`src/hw/slave_params.svh`:
```
// constants shared by the status slave design
`ifndef SLAVE_PARAMS_SVH
`define SLAVE_PARAMS_SVH

// supported function codes
`define FC_READ_DI      8'h02
`define FC_READ_HOLD    8'h03
`define FC_READ_INREG   8'h04
`define FC_WRITE_ONE    8'h06
`define FC_WRITE_MANY   8'h10
`define FC_EXC_FLAG     8'h80

// exception codes
`define EXC_NONE        8'h00
`define EXC_BAD_FUNC    8'h01
`define EXC_BAD_ADDR    8'h02
`define EXC_BAD_VALUE   8'h03

// base addresses, subtracted by the master before framing
`define BASE_DI         10001
`define BASE_INREG      30001
`define BASE_HOLD       40001

// discrete input offsets
`define OFF_RUN         0
`define OFF_IGN         1
`define OFF_LOW         2
`define OFF_HIGH        3
`define OFF_LATCH       4
`define DI_LIVE         4
`define DI_COUNT        8

// input register offsets
`define INREG_STATUS    16'h0000
`define INREG_FRAMES    16'h0001
`define INREG_COUNT     2

// reset values and frame lengths
`define HOLD_RESET      16'h0000
`define HDR_LEN         8'h03
`define EXC_LEN         8'h03
`define ECHO_LEN        8'h06
`define REQ_LEN         8'h06
`define DATA_START      8'h07

`endif

```
`src/hw/slave_pkg.sv`:
```
// types shared by the status slave design
package slave_pkg;

  typedef enum logic [1:0] {
    ST_IDLE = 2'b00,
    ST_RX   = 2'b01,
    ST_TX   = 2'b11,
    ST_DONE = 2'b10
  } link_state_t;

  typedef enum logic [2:0] {
    CTRL_READY    = 3'h0,
    CTRL_ALARM    = 3'h1,
    CTRL_SHUTDOWN = 3'h2,
    CTRL_PURGE    = 3'h3,
    CTRL_IGNITE   = 3'h4,
    CTRL_FIRING   = 3'h5
  } ctrl_state_t;

endpackage

```
`src/hw/status_slave.sv`:
```
// command interpreter for the burner status bus slave
// Function
// - only function codes 02, 03, 04, 06 and 10 are accepted, all others are unsupported.
// - code 02 reads discrete inputs and returns them bit packed.
// - codes 03 and 04 return two bytes for every requested register.
// - frames carry an offset from the command's base address, not the address itself.
// - status bits are positive logic, on reads as 1 and off as 0.
// - a latched bit copies its live bit but stays set until the system restarts.
// - discrete inputs are single read-only bits with no write path.
// - reading one discrete input returns one byte, value in bit 0, other bits zero.
// - several discrete inputs are packed from bit 0 upward, unused bits zero.
// - the run bit is set in every controller state except ready, alarm and shutdown.
// - the run bit is also set while waiting to relight and in manual operation.
// - offset 1 shows the ignition valve drive command.
// - offset 2 shows the low flame valve drive command.
// - offset 3 shows the high flame valve drive command.
`timescale 1ns/1ps
`include "slave_params.svh"

module status_slave #(
  parameter logic [7:0] SLAVE_ADDR = 8'h01,
  parameter int         HOLD_DEPTH = 16
) (
  input  wire logic                   sys_clk,
  input  wire logic                   resetn,
  input  wire logic                   rx_valid,
  input  wire logic [7:0]             rx_data,
  input  wire logic                   rx_end,
  output logic                        tx_valid,
  input  wire logic                   tx_ready,
  output logic [7:0]                  tx_data,
  output logic                        tx_last,
  input  wire slave_pkg::ctrl_state_t ctrl_state,
  input  wire logic                   relight_wait,
  input  wire logic                   manual_mode,
  input  wire logic                   pilot_drive,
  input  wire logic                   low_drive,
  input  wire logic                   high_drive,
  input  wire logic                   sys_restart
);

  localparam int HW = (HOLD_DEPTH > 1) ? $clog2(HOLD_DEPTH) : 1;

  typedef struct packed {
    slave_pkg::link_state_t         st;
    logic                           addr_ok;
    logic [7:0]                     cnt;
    logic [7:0]                     func;
    logic [15:0]                    off;
    logic [15:0]                    qty;
    logic [7:0]                     bcnt;
    logic [7:0]                     hi;
    logic [15:0]                    wptr;
    logic [7:0]                     exc;
    logic [7:0]                     len;
    logic [7:0]                     idx;
    logic [7:0]                     data;
    logic                           valid;
    logic [15:0]                    frames;
    logic [HOLD_DEPTH-1:0][15:0]    hold;
  } slave_t;

  slave_t              slave_r;
  slave_t              slave_nxt;
  logic [`DI_COUNT-1:0] di_vec;
  logic                supported;
  logic [16:0]         span;
  logic [16:0]         limit;
  logic                range_ok;
  logic                count_ok;
  logic                body_ok;
  logic                answer;
  logic [7:0]          exc_code;
  logic [7:0]          resp_len;
  logic                wr_many_ok;
  logic [HW-1:0]       wr_idx;
  logic [7:0]          nidx;
  logic [7:0]          kk;
  logic [15:0]         rd_w;
  logic [15:0]         rd_word;
  logic [7:0]          packed_byte;
  logic [7:0]          next_byte;

  burner_status u_status (
    .sys_clk      (sys_clk),
    .resetn       (resetn),
    .ctrl_state   (ctrl_state),
    .relight_wait (relight_wait),
    .manual_mode  (manual_mode),
    .pilot_drive  (pilot_drive),
    .low_drive    (low_drive),
    .high_drive   (high_drive),
    .sys_restart  (sys_restart),
    .di_vec       (di_vec)
  );

  di_byte_packer #(
    .N (`DI_COUNT)
  ) u_packer (
    .vec      (di_vec),
    .start    (slave_r.off),
    .qty      (slave_r.qty),
    .byte_idx (kk),
    .data     (packed_byte)
  );

  // request decode
  assign supported = (slave_r.func == `FC_READ_DI) ||
                     (slave_r.func == `FC_READ_HOLD) ||
                     (slave_r.func == `FC_READ_INREG) ||
                     (slave_r.func == `FC_WRITE_ONE) ||
                     (slave_r.func == `FC_WRITE_MANY);

  assign span = 17'(slave_r.off) + 17'(slave_r.qty);

  always_comb begin
    if (slave_r.func == `FC_READ_DI) begin
      limit = 17'(`DI_COUNT);
    end else if (slave_r.func == `FC_READ_INREG) begin
      limit = 17'(`INREG_COUNT);
    end else begin
      limit = 17'(HOLD_DEPTH);
    end
  end

  always_comb begin
    if (slave_r.func == `FC_WRITE_ONE) begin
      range_ok = 17'(slave_r.off) < 17'(HOLD_DEPTH);
    end else begin
      range_ok = (slave_r.qty != 16'h0000) && (span <= limit);
    end
  end

  // two bytes per written register
  assign count_ok = (slave_r.func != `FC_WRITE_MANY) ||
                    (17'(slave_r.bcnt) == {slave_r.qty, 1'b0});

  always_comb begin
    if (slave_r.func == `FC_WRITE_MANY) begin
      body_ok = 17'(slave_r.cnt) == 17'(`DATA_START) + 17'(slave_r.bcnt);
    end else begin
      body_ok = slave_r.cnt == `REQ_LEN;
    end
  end

  assign answer = slave_r.addr_ok && (slave_r.cnt >= 8'h02) && (!supported || body_ok);

  always_comb begin
    if (!supported) begin
      exc_code = `EXC_BAD_FUNC;
    end else if (!range_ok) begin
      exc_code = `EXC_BAD_ADDR;
    end else if (!count_ok) begin
      exc_code = `EXC_BAD_VALUE;
    end else begin
      exc_code = `EXC_NONE;
    end
  end

  always_comb begin
    if (exc_code != `EXC_NONE) begin
      resp_len = `EXC_LEN;
    end else if (slave_r.func == `FC_READ_DI) begin
      resp_len = `HDR_LEN + 8'((slave_r.qty + 16'h0007) >> 3);
    end else if ((slave_r.func == `FC_READ_HOLD) || (slave_r.func == `FC_READ_INREG)) begin
      resp_len = `HDR_LEN + {slave_r.qty[6:0], 1'b0};
    end else begin
      resp_len = `ECHO_LEN;
    end
  end

  // streaming write of code 10 data words
  assign wr_many_ok = slave_r.addr_ok && (slave_r.func == `FC_WRITE_MANY) && count_ok &&
                      (slave_r.wptr < slave_r.qty) &&
                      (17'(slave_r.off) + 17'(slave_r.wptr) < 17'(HOLD_DEPTH));
  assign wr_idx = HW'(slave_r.off + slave_r.wptr);

  // response byte builder
  assign nidx = slave_r.idx + 8'h01;
  assign kk   = nidx - `HDR_LEN;

  always_comb begin
    rd_w = slave_r.off + 16'(kk[7:1]);
    if (slave_r.func == `FC_READ_INREG) begin
      rd_word = (rd_w == `INREG_STATUS) ? 16'(di_vec) : slave_r.frames;
    end else begin
      rd_word = slave_r.hold[rd_w[HW-1:0]];
    end
  end

  always_comb begin
    next_byte = 8'h00;
    if (nidx == 8'h01) begin
      next_byte = (slave_r.exc != `EXC_NONE) ? (slave_r.func | `FC_EXC_FLAG) : slave_r.func;
    end else if (slave_r.exc != `EXC_NONE) begin
      next_byte = slave_r.exc;
    end else if (slave_r.func == `FC_READ_DI) begin
      next_byte = (nidx == 8'h02) ? slave_r.len - `HDR_LEN : packed_byte;
    end else if ((slave_r.func == `FC_READ_HOLD) || (slave_r.func == `FC_READ_INREG)) begin
      if (nidx == 8'h02) begin
        next_byte = slave_r.len - `HDR_LEN;
      end else begin
        next_byte = kk[0] ? rd_word[7:0] : rd_word[15:8];
      end
    end else begin
      case (nidx)
        8'h02:   next_byte = slave_r.off[15:8];
        8'h03:   next_byte = slave_r.off[7:0];
        8'h04:   next_byte = slave_r.qty[15:8];
        default: next_byte = slave_r.qty[7:0];
      endcase
    end
  end

  always_comb begin
    slave_nxt = slave_r;
    unique case (slave_r.st)
      slave_pkg::ST_IDLE, slave_pkg::ST_RX: begin
        if (rx_valid) begin
          slave_nxt.st  = slave_pkg::ST_RX;
          slave_nxt.cnt = (slave_r.cnt == 8'hff) ? 8'hff : slave_r.cnt + 8'h01;
          case (slave_r.cnt)
            8'h00: slave_nxt.addr_ok = (rx_data == SLAVE_ADDR);
            8'h01: slave_nxt.func = rx_data;
            8'h02: slave_nxt.off[15:8] = rx_data;
            8'h03: slave_nxt.off[7:0] = rx_data;
            8'h04: slave_nxt.qty[15:8] = rx_data;
            8'h05: slave_nxt.qty[7:0] = rx_data;
            8'h06: slave_nxt.bcnt = rx_data;
            default: begin
              if (slave_r.cnt[0]) begin
                slave_nxt.hi = rx_data;
              end else if (wr_many_ok) begin
                slave_nxt.hold[wr_idx] = {slave_r.hi, rx_data};
                slave_nxt.wptr = slave_r.wptr + 16'h0001;
              end
            end
          endcase
        end else if (rx_end && (slave_r.st == slave_pkg::ST_RX)) begin
          if (answer) begin
            slave_nxt.st     = slave_pkg::ST_TX;
            slave_nxt.exc    = exc_code;
            slave_nxt.len    = resp_len;
            slave_nxt.idx    = 8'h00;
            slave_nxt.data   = SLAVE_ADDR;
            slave_nxt.valid  = 1'b1;
            slave_nxt.frames = slave_r.frames + 16'h0001;
            // discrete inputs have no write path
            if ((slave_r.func == `FC_WRITE_ONE) && (exc_code == `EXC_NONE)) begin
              slave_nxt.hold[slave_r.off[HW-1:0]] = slave_r.qty;
            end
          end else begin
            slave_nxt.st = slave_pkg::ST_DONE;
          end
        end
      end
      slave_pkg::ST_TX: begin
        if (tx_ready) begin
          if (slave_r.idx == slave_r.len - 8'h01) begin
            slave_nxt.st    = slave_pkg::ST_DONE;
            slave_nxt.valid = 1'b0;
          end else begin
            slave_nxt.idx  = nidx;
            slave_nxt.data = next_byte;
          end
        end
      end
      slave_pkg::ST_DONE: begin
        slave_nxt.st      = slave_pkg::ST_IDLE;
        slave_nxt.cnt     = 8'h00;
        slave_nxt.wptr    = 16'h0000;
        slave_nxt.addr_ok = 1'b0;
        slave_nxt.exc     = `EXC_NONE;
      end
    endcase
  end

  always_ff @(posedge sys_clk or negedge resetn) begin
    if (!resetn) begin
      slave_r      <= '0;
      slave_r.hold <= {HOLD_DEPTH{`HOLD_RESET}};
    end else begin
      slave_r <= slave_nxt;
    end
  end

  assign tx_valid = slave_r.valid;
  assign tx_data  = slave_r.data;
  assign tx_last  = slave_r.valid && (slave_r.idx == slave_r.len - 8'h01);
endmodule // status_slave

```
`src/hw/burner_status.sv`:
```
// live and latched burner status bits
`timescale 1ns/1ps
`include "slave_params.svh"

module burner_status (
  input  wire logic                   sys_clk,
  input  wire logic                   resetn,
  input  wire slave_pkg::ctrl_state_t ctrl_state,
  input  wire logic                   relight_wait,
  input  wire logic                   manual_mode,
  input  wire logic                   pilot_drive,
  input  wire logic                   low_drive,
  input  wire logic                   high_drive,
  input  wire logic                   sys_restart,
  output logic [`DI_COUNT-1:0]        di_vec
);

  typedef struct packed {
    logic [`DI_LIVE-1:0] live;
    logic [`DI_LIVE-1:0] latched;
  } status_t;

  status_t status_r;
  status_t status_nxt;
  logic    idle_state;

  assign idle_state = (ctrl_state == slave_pkg::CTRL_READY) ||
                      (ctrl_state == slave_pkg::CTRL_ALARM) ||
                      (ctrl_state == slave_pkg::CTRL_SHUTDOWN);

  always_comb begin
    status_nxt = status_r;
    status_nxt.live[`OFF_RUN]  = !idle_state || relight_wait || manual_mode;
    status_nxt.live[`OFF_IGN]  = pilot_drive;
    status_nxt.live[`OFF_LOW]  = low_drive;
    status_nxt.live[`OFF_HIGH] = high_drive;
    // set wins over the restart clear
    status_nxt.latched = status_nxt.live | (sys_restart ? '0 : status_r.latched);
  end

  always_ff @(posedge sys_clk or negedge resetn) begin
    if (!resetn) begin
      status_r <= '0;
    end else begin
      status_r <= status_nxt;
    end
  end

  assign di_vec = {status_r.latched, status_r.live};
endmodule // burner_status

```
`src/hw/di_byte_packer.sv`:
```
// packs discrete inputs into one response byte
`timescale 1ns/1ps

module di_byte_packer #(
  parameter int N = 8
) (
  input  wire logic [N-1:0] vec,
  input  wire logic [15:0]  start,
  input  wire logic [15:0]  qty,
  input  wire logic [7:0]   byte_idx,
  output logic [7:0]        data
);

  localparam int IW = (N > 1) ? $clog2(N) : 1;

  genvar i;
  generate
    for (i = 0; i < 8; i++) begin : g_bit
      logic [16:0] n;
      logic [16:0] pos;
      assign n   = 17'({byte_idx, 3'(i)});
      assign pos = 17'(start) + n;
      // lsb first, unused bits zero
      assign data[i] = (n < 17'(qty)) && (pos < 17'(N)) ? vec[pos[IW-1:0]] : 1'b0;
    end
  endgenerate

endmodule // di_byte_packer

```
`config.mk`:
```
export PLATFORM = sky130hd
export DESIGN_NAME = status_slave
export DESIGN_NICKNAME = d
export VERILOG_FILES = /design/src/hw/slave_pkg.sv /design/src/hw/status_slave.sv /design/src/hw/burner_status.sv /design/src/hw/di_byte_packer.sv
export VERILOG_INCLUDE_DIRS = /design/src /design/src/hw
export SDC_FILE = /design/constraint.sdc
export NUM_CORES = 1
export LEC_CHECK = 0
export BUFFER_PORTS_ARGS = -buffer_cell sky130_fd_sc_hd__buf_2
export CELL_PAD_IN_SITES_DETAIL_PLACEMENT = 1
export CELL_PAD_IN_SITES_GLOBAL_PLACEMENT = 1
export CORE_MARGIN = 1.5
export CORE_UTILIZATION = 52
export DETAILED_ROUTE_END_ITERATION = 7
export PLACE_DENSITY_LB_ADDON = 0.1
export SLEW_MARGIN = 20
export SYNTH_ARGS = -nofsm -noshare
export SYNTH_HDL_FRONTEND = slang
export SYNTH_SLANG_ARGS = --single-unit
```
`constraint.sdc`:
```
create_clock -name sys_clk -period 5.3 [get_ports sys_clk]
set_input_delay 0.795 -clock sys_clk [delete_from_list [all_inputs] [get_ports sys_clk]]
set_output_delay 0.795 -clock sys_clk [all_outputs]
set_load 0.01 [all_outputs]
```
== Word level (Yosys, flattened, before mapping) ==
Index checks and enable logic that the tools add are counted.

* Add/subtract/negate cells: 23
* Multiplexer cells: 87
* Bitwise logic cells: 3
* Magnitude comparators: 34
* Reductions and logical operators: 64
* Equal/unequal tests: 41

{| class="wikitable"
|+ Operators by type and width
! cell !! count
|-
| two-way mux 256 bit || 5
|-
| two-way mux 305 bit || 2
|-
| bitwise mux 256 bit || 2
|-
| two-way mux 8 bit || 19
|-
| adder 16 x 11 -> 17 bit || 8
|-
| less-than comparator 17 x 4 -> 1 bit (second input constant) || 8
|-
| demux 16 bit (select 4 bit) || 2
|-
| less-than comparator 11 x 16 -> 1 bit || 8
|-
| two-way mux 16 bit || 8
|-
| two-way mux 81 bit || 1
|-
| binary-select mux 16 bit (select 4 bit) || 1
|-
| two-way mux 49 bit || 1
|-
| == test 8 x 2 -> 1 bit (second input constant) || 6
|-
| == test 8 x 3 -> 1 bit (second input constant) || 6
|-
| one-hot mux 24 bit (2 select lines) || 1
|-
| adder 16 x 16 -> 17 bit || 2
|-
| two-way mux 17 bit || 2
|-
| one-hot mux 17 bit (2 select lines) || 1
|-
| adder 16 x 1 -> 16 bit (second input constant) || 2
|-
| less-than comparator 3 x 4 -> 1 bit (second input constant) || 8
|-
| binary-select mux 1 bit (select 3 bit) || 8
|-
| == test 8 x 1 -> 1 bit (second input constant) || 3
|-
| two-way mux 24 bit || 1
|-
| != test 2 bit (second input constant) || 12
|-
| 54 further kinds || 135
|}

* Output and inout port bits: 10
* Logic and storage cells: 287
* Register bits: 396
* Input bits: 22

== Logic depth before layout (Yosys ltp) ==
Gate-level depths: netlist of run 1.

* Depth after elaboration: 15
* Gate-level depth with buffers: 19
* Depth with buffers taken out: 17

== Hierarchy ==
From an unflattened synthesis of run 1, not the netlist that was laid out.

* Cells, all modules: 3,107
* Area total of the unflattened synthesis: 30,170.2 sq um

{| class="wikitable"
|+ By module, submodules not included
! module !! cells an instance !! instances !! area an instance (sq um)
|-
| status_slave || 2,571 || 1 || 26,235.2
|-
| di_byte_packer || 522 || 1 || 3,689.8
|-
| burner_status || 14 || 1 || 245.2
|}

== Least setup slack after synthesis of run 1 ==
Ideal clock, no wire load.

* Path kind: register to register
* Start point: register slave_r[281] (netlist name)
* End point: register slave_r, in the netlist tx_data[4]
* Data arrival time: 4.720 ns
* Setup time: 0.095 ns
* Stages on the path, launching flop included: 19
* Clock period less this slack: 4.815 ns
* Required time: 5.205 ns
* Setup slack: 0.485 ns
* Cell sequence: dfrtp_1 buf_2 clkinv_1 ha_1 nor2b_1 o32a_1 nor2b_1 xnor2_1 ha_1 nand3_1 nor4b_1 nor2_1 or3_1 nor3b_1 o311ai_1 clkbuf_1 mux2i_1 a211oi_1 o31ai_1

* Longest elaborated chain between the ends: 15

{| class="wikitable"
|+ RTL lines
! what !! RTL line !! text
|-
| start, declared || status_slave.sv:63 || <nowiki>slave_t slave_r;</nowiki>
|-
| start signal, assigned || status_slave.sv:283 || <nowiki>slave_r <= slave_nxt;</nowiki>
|-
| parallel branches: the longest is 15 deep, another holds adder 16 x 11 -> 17 bit || - ||
|}

Parallel ways; which one is timed is not known. The select of a mux whose other input is x is not followed.
A chain may end at the register's enable or synchronous reset.

== Worst setup path after layout of run 1 ==
* Start point: register slave_r[281] (netlist name)
* End point: register slave_r, in the netlist tx_data[1]

The elaborated chain is that of the path after synthesis.

==> run_results.csv, run 1 <==
group,metric,value,unit
placement,post-place-ws,-0.04023,ns
layout,final_cell_mix,"388 x dfrtp_1, 272 x o22ai_1, 235 x mux2_2",
clocking,h-tree-depth,2,
drt,drc,0,
clocking,clk_pin_slew,0.07,ns
sta,final.setup.tns,0,ns
drt,drt_iter0_markers,2425,
floorplan,die_area,56780,µm²
layout,stdcell_count,3566,
floorplan,initial_core_util,52.46,%
sta,fmax,0.1977,GHz
synth,synth_area,28790,µm²
layout,final_common_cell,"dfrtp_1",
pwr,p_per_area,643.6,nW/µm²
synth,ys_async_sr_fraction,100.0,%
critical_path,rrSetupSlack,0.24,ns
critical_path,r2r-end,"tx_data[1]$_DFFE_PN0P_",
floorplan,rows,86,
sta,hold_viol_final,0,
pwr,vdd_drop_max,0.6733,mV
placement,io_buffer_count,31,
sta,relSlewSlack,19.89,%
clocking,root_buffer,"clkbuf_16",
global_routing,grt_first_pass_wirelength,175500,µm
critical_path,critPathKind,"register to register",
critical_path,end_kind,"register",
synth,ys_ff_latch,390,
synth,synth_top_area_share,33.90,%
sta,setup_ws,0.2426,ns
sta,fin_crit,5.057,ns
global_routing,grt_max_degree,116,
synth,syn_inst,2857,
sta,skew,0.04976,ns
placement,place_inst,3482,
synth,ys.flop_type,"dfrtp_1",
synth,synth_warnings,0,
global_routing,grtUsageTotal,40.97,%
synth,yosys.area.top_type,"dfrtp_1",
critical_path,worstPathCellList,"clkinv_1 > ha_1 > a21oi_1 > o21ai_0 > xnor2_1 > ha_1 > nand4_1 > o211ai_1 > xor2_1 > a2111oi_0 > buf_4 > and3_1 > nand4_1 > o41ai_1 > o211a_1 > a221o_1",
global_routing,grt_overflow,0,
synth,synth-seq-area-share,33.90,%
placement,dp_hpwl,80640,µm
drt,finalWirelength,116400,µm
clocking,cts.sink_count,390,
sta,slew_viol_final,0,
drt,firstDrtPassIters,8,
floorplan,fp.dieH,238.3,µm
drt,via_per_inst,7.332,
floorplan,pin_count,32,
critical_path,crit_slowest_cell,"ha_1",
critical_path,crit_path_start_kind,"register",
synth,synth_edf_count,0,
global_routing,grt_pass1_vias,27310,
critical_path,r2r-start,"slave_r[281]$_DFFE_PN0P_",
synth,synthTopCellsByArea,"dfrtp_1 34%, mux2_2 9.2%, mux4_2 5.9%",
placement,gp_congestion,0.9913,
clocking,cts_made_buffers,46,
clocking,clk_latency,0.61,ns
floorplan,core_area,54880,µm²
sta,setup_viol,0,
drt,dr_total_vias,26150,
pwr,p_leak,13.39,nW
clocking,cts.hold.buffers_added,0,
clocking,cts_tree,"yes",
critical_path,cp_slowest_stage_delay,0.66,ns
synth,synthDistinctLibCells,97,
floorplan,die_w,238.3,µm
drt,wl_per_cell,32.64,µm
status,status,"finished clean",
synth,syn_nets,2990,
synth,avgSynthCellArea,10.08,µm²
drt,postRouteAntennaNets,0,
critical_path,worst_ep_arrival_time,5.60,ns
critical_path,r2r_cells,16,
job,drv_cap,0,
sta,finalCritPeriodShare,95.42,%
clocking,clk_path_buf_depth,3,
worst_hold_path,hp-class,"input port to asynchronous set/reset pin",
sta,tightestPinTransition,1.195,ns
layout,drive_above_1_share,24.19,%
layout,area_growth,9.140,%
layout,nNetsFinal,2959,
critical_path,cp.required,5.85,ns
global_routing,grt_antenna_before_repair,3,
layout,n_fill_cell,5950,
critical_path,path_max_fanout,12,
-- cell type report --
type | count | area [µm²] | share of cell area (%)
multi-input combinational | 2172 | 17850 | 56.81
sequential | 390 | 9762 | 31.07
clock buffer | 64 | 1340 | 4.265
timing repair buffer | 149 | 1092 | 3.477
tap | 704 | 880.8 | 2.804
inverter | 67 | 251.5 | 0.8004
clock inverter | 19 | 240.2 | 0.7646
antenna | 1 | 2.502 | 0.007965
-- power by group --
part           switching, mW  internal (mW)  total [mW]
clock network           1.40           1.97        3.37
registers              0.635           3.24        3.88
logic                   8.44           4.54        13.0
total                   10.5           9.75        20.2
-- stage by stage --
stage | hold slack [ns] | utilization, % | power (mW) | cell area (µm²)
3_5_place_dp | 0.4604 | 54.25 | 16.36 | 29770
4_1_cts | 0.3294 | 57.16 | 19.80 | 31370
2_1_floorplan | 0.4413 | - | 11.85 | 28790
6_report | 0.3015 | 57.25 | 20.22 | 31420
3_3_place_gp | 0.4608 | 54.25 | 16.15 | 29770
5_1_grt | 0.3502 | 57.25 | 21.02 | 31420
-- state kept, by name, indices dropped and copies added, names as in the netlist --
name and flops:
slave_r 373, u_status.di_vec 8, tx_valid 1, tx_data 8
-- repair_timing --
action	in CTS	in global routing
endpoints found under the hold margin	0	0
resized for setup	3	8
cloned	0	0
setup buffers	0	0
pin swaps	0	1
setup endpoints to repair	4	8
-- layer usage --
layer | up-vias | track usage [%] | wire [µm]
li1 | 10810 | - | -
met1 | 13440 | 51.54 | 45270
met2 | 1431 | 66.20 | 54360
met3 | 453 | 6.432 | 8965
met4 | 4 | 25.70 | 7773
met5 | - | 0 | 32
-- worst max-delay path: cells and delay by family, from the launching register on --
family | cells | cell delay, ns
adder cells (fa/ha/maj) | 2 | 1.02
buffers and inverters | 2 | 0.36
AND/OR/NAND/NOR | 3 | 0.75
flip-flops | 1 | 0.48
XOR/XNOR | 2 | 0.34
AO/OA/AOI/OAI | 7 | 2.05
-- cells in the mapped netlist, types with 10 or more instances --
| cell type | number |
|---|---|
| or3_1 | 17 |
| ha_1 | 106 |
| nand2_1 | 160 |
| nand2b_1 | 19 |
| xnor2_1 | 102 |
| nor3_4 | 17 |
| a22o_1 | 17 |
| mux2_1 | 10 |
| nor3_1 | 47 |
| xor2_1 | 58 |
| mux2i_1 | 38 |
| clkbuf_1 | 173 |
| mux4_2 | 76 |
| nand3_1 | 85 |
| o31ai_1 | 15 |
| a2111oi_0 | 13 |
| buf_1 | 15 |
| dfrtp_1 | 390 |
| nor2_1 | 137 |
| nor2b_1 | 23 |
| a22oi_1 | 16 |
| nor4_1 | 22 |
| o21a_1 | 16 |
| mux2_4 | 90 |
| nand4_1 | 37 |
| mux2_2 | 235 |
| a211oi_1 | 20 |
| and2_1 | 12 |
| and3_1 | 33 |
| a21oi_1 | 129 |
| buf_4 | 12 |
| a31oi_1 | 17 |
| inv_1 | 64 |
| nand2_2 | 10 |
| buf_2 | 14 |
| a21o_1 | 23 |
| o211ai_1 | 23 |
| o21ai_0 | 107 |
| o22ai_1 | 273 |
-- logic make-up after synthesis --
group,Yosys count,share of synthesized area (%)
DFF,390,33.90
xor gates and xnor gates,160,4.868
AOI/OAI and AO/OA,773,17.59
buffers and inverters,295,4.555
adders and majority gates,112,4.990
muxes,449,21.54
and+or+nand+nor,678,12.56
-- how the worst max path moves through the flow --
| stage | from | endpoint | slack [ns] |
|---|---|---|---|
| after global routing | slave_r[284]$_DFFE_PN0P_ | tx_data[6]$_DFFE_PN0P_ | -0.02 |
| after floorplan | slave_r[281]$_DFFE_PN0P_ | tx_data[4]$_DFFE_PN0P_ | 0.48 |
| after detailed placement | slave_r[281]$_DFFE_PN0P_ | tx_data[7]$_DFFE_PN0P_ | -0.04 |
| after global placement | slave_r[281]$_DFFE_PN0P_ | tx_data[7]$_DFFE_PN0P_ | 0.23 |
| final | slave_r[281]$_DFFE_PN0P_ | tx_data[1]$_DFFE_PN0P_ | 0.24 |
| after CTS | slave_r[281]$_DFFE_PN0P_ | tx_data[6]$_DFFE_PN0P_ | 0.11 |
(Power assumes the default switching activity.)
==> run 2: changes to the inputs <==
--- a/config.mk
+++ b/config.mk
@@ -9,6 +9,7 @@
 export BUFFER_PORTS_ARGS = -buffer_cell sky130_fd_sc_hd__buf_2
 export CELL_PAD_IN_SITES_DETAIL_PLACEMENT = 1
 export CELL_PAD_IN_SITES_GLOBAL_PLACEMENT = 1
+export CORE_ASPECT_RATIO = 1.1
 export CORE_MARGIN = 1.5
 export CORE_UTILIZATION = 52
 export DETAILED_ROUTE_END_ITERATION = 7
==> run 2 against run 1 <==
  * Count of clock-buffer cells in the layout decreased by 2
  * Global-route usage increased by 0.22 points
  * Non-clock buffer count rose by 17
  * Wire length decreased by 0.17%
  * Critical path depth increased by 1
  * Clock power fell by 11%
  * Hold slack lost 0.048 ns
  * Flip-flop and latch count is the same
  * Utilization grew 0.18 points
  * Design area is essentially flat
  * Largest cell class unchanged
  * Largest power group unchanged
==> run_results.csv, run 2 (synthesis results as in run 1) <==
group,metric,value,unit
placement,io_buffer_count,31,
floorplan,core_area,54730,µm²
job,drv_cap,0,
global_routing,grtUsageTotal,41.19,%
layout,area_growth,9.175,%
placement,post-place-ws,0.1061,ns
critical_path,worst_ep_arrival_time,5.51,ns
clocking,root_buffer,"clkbuf_16",
sta,relSlewSlack,30.01,%
pwr,clkPwrFrac,15.0,%
sta,skew,0.06981,ns
critical_path,rrSetupSlack,0.24,ns
critical_path,cp.required,5.75,ns
placement,place_area,29970,µm²
clocking,clk_latency,0.62,ns
critical_path,cp_slowest_stage_delay,0.58,ns
placement,dp_hpwl,81800,µm
critical_path,crit_buf_inv,3,
pwr,p_sw,10.45,mW
floorplan,fp.dieH,249.8,µm
drt,postRouteAntennaNets,0,
critical_path,worstPathCellList,"buf_4 > nand3_1 > or4_1 > a22oi_1 > inv_1 > o22ai_2 > ha_1 > a21oi_1 > o21ai_1 > a2111oi_1 > o21ai_0 > a211oi_1 > o311ai_2 > buf_4 > a311o_1 > a311oi_1 > o21ba_2",
drt,via_per_inst,7.166,
sta,fin_crit,5.058,ns
critical_path,end_kind,"register",
layout,diodes,0,
pwr,p_int,9.572,mW
critical_path,crit_path_start_kind,"register",
sta,setup_ws,0.2416,ns
sta,hold_viol_final,0,
critical_path,crit_slowest_cell,"or4_1",
pwr,vdd_drop_max,0.3615,mV
layout,max_flop_register,"slave_r",
layout,drive_above_1_share,24.32,%
clocking,clk_path_buf_depth,3,
floorplan,initial_core_util,52.60,%
floorplan,die_area,56780,µm²
clocking,h-tree-depth,2,
drt,drc,0,
clocking,cts_tree,"yes",
floorplan,rows,90,
drt,dr_total_vias,25840,
global_routing,grt_first_pass_wirelength,175300,µm
clocking,clk_pin_slew,0.07,ns
layout,largest_reg_flops,373,
worst_hold_path,hp-class,"input port to asynchronous set/reset pin",
drt,drt_iter0_markers,2275,
clocking,cts_made_buffers,44,
clocking,cts.sink_count,390,
pwr,comb_power_share,66.0,%
sta,slew_viol_final,0,
layout,final_common_cell,"dfrtp_1",
global_routing,grt_pass1_vias,27600,
layout,final_cell_mix,"389 x dfrtp_1, 272 x o22ai_1, 235 x mux2_2",
sta,tightestPinTransition,1.044,ns
sta,finalCritPeriodShare,95.44,%
layout,nNetsFinal,2974,
drt,wl_per_cell,32.22,µm
pwr,power.share.switching,52.20,%
sta,fmax,0.1977,GHz
floorplan,pin_count,32,
pwr,p_leak,13.36,nW
drt,finalWirelength,116200,µm
sta,setup_viol,0,
critical_path,critPathKind,"register to register",
floorplan,die_w,227.3,µm
critical_path,cp_common_cell,"buf_4",
layout,postLayoutCellArea,31430,µm²
critical_path,path_delay_family,"compound AO/OA/AOI/OAI gates",
status,status,"finished clean",
global_routing,grt_max_degree,114,
global_routing,grt_overflow,0,
critical_path,path_max_fanout,15,
clocking,cts.hold.buffers_added,0,
placement,gp_congestion,0.9913,
pwr,p_per_area,637.1,nW/µm²
pwr,power_frac_seq,19.0,%
global_routing,grt_antenna_before_repair,0,
drt,firstDrtPassIters,5,
[run 2: cell types whose count changed in the layout (fill, tap and decap cells not counted), moves of 3 or more]
cell / delta
clkbuf_1: +4
clkinv_4: +3
clkinv_2: -6
buf_4: +13
clkbuf_16: -3
bufinv_16: -4
clkbuf_8: -3
buf_12: +5
[run 2: path summary, 6_finish.rpt]
path | from | end | cells after the start
max in group asynchronous | resetn | tx_data[5]$_DFFE_PN0P_ | 2
worst min register to register | slave_r[74]$_DFFE_PN0P_ | slave_r[74]$_DFFE_PN0P_ | 1
worst max register to register | slave_r[283]$_DFFE_PN0P_ | tx_data[6]$_DFFE_PN0P_ | 17
worst max-delay path | slave_r[283]$_DFFE_PN0P_ | tx_data[6]$_DFFE_PN0P_ | 17
worst min-delay path | resetn | slave_r[239]$_DFFE_PN0P_ | 1
min in group sys_clk | pilot_drive | u_status.di_vec[1]$_DFF_PN0_ | 1
[run 2: through the flow]
stage / setup TNS (ns) / hold WS [ns] / total power, mW / std cells / utilization, %
2_1_floorplan: 0 / 0.4413 / 11.85 / 2857 / -
3_3_place_gp: 0 / 0.4621 / 16.38 / 3528 / 54.76
3_5_place_dp: 0 / 0.4743 / 16.54 / 3528 / 54.76
4_1_cts: 0 / 0.3081 / 19.62 / 3603 / 57.27
5_1_grt: -0.05958 / 0.3396 / 20.88 / 3606 / 57.43
6_report: 0 / 0.2536 / 20.02 / 3606 / 57.43
[run 2: routing by layer]
layer	vias up	routed length (µm)	global-route usage, %
met3	425	7845	6.051
met4	0	8039	25.18
met1	13300	44770	51.46
met5	-	0	0
met2	1295	55550	67.07
li1	10830	-	-
[run 2: area by class of cell]
type                    instances  area, µm²
well taps                     736      920.9
clock buffers                  62       1239
repair buffers                166       1279
inverters                      67      251.5
multi-input cells            2172      17850
flip-flops and latches        390       9761
clock inverters                13      125.1
fillers                      5962      23300
[run 2: power by group through the flow]
stage / clock (mW) / sequential, mW / combinational (mW)
global route: 3.11 / 3.82 / 13.9
global placement: 0 / 3.81 / 12.6
finish: 3.00 / 3.81 / 13.2
floorplan: 0 / 3.55 / 8.30
detailed placement: 0 / 3.82 / 12.7
CTS: 3.02 / 3.77 / 12.8
[run 2: what timing repair did]
action / 4_1_cts / 5_1_grt
pin swaps: 0 / 2
gates resized for setup: 1 / 11
endpoints found under the setup margin: 1 / 8
buffers inserted: 0 / 3
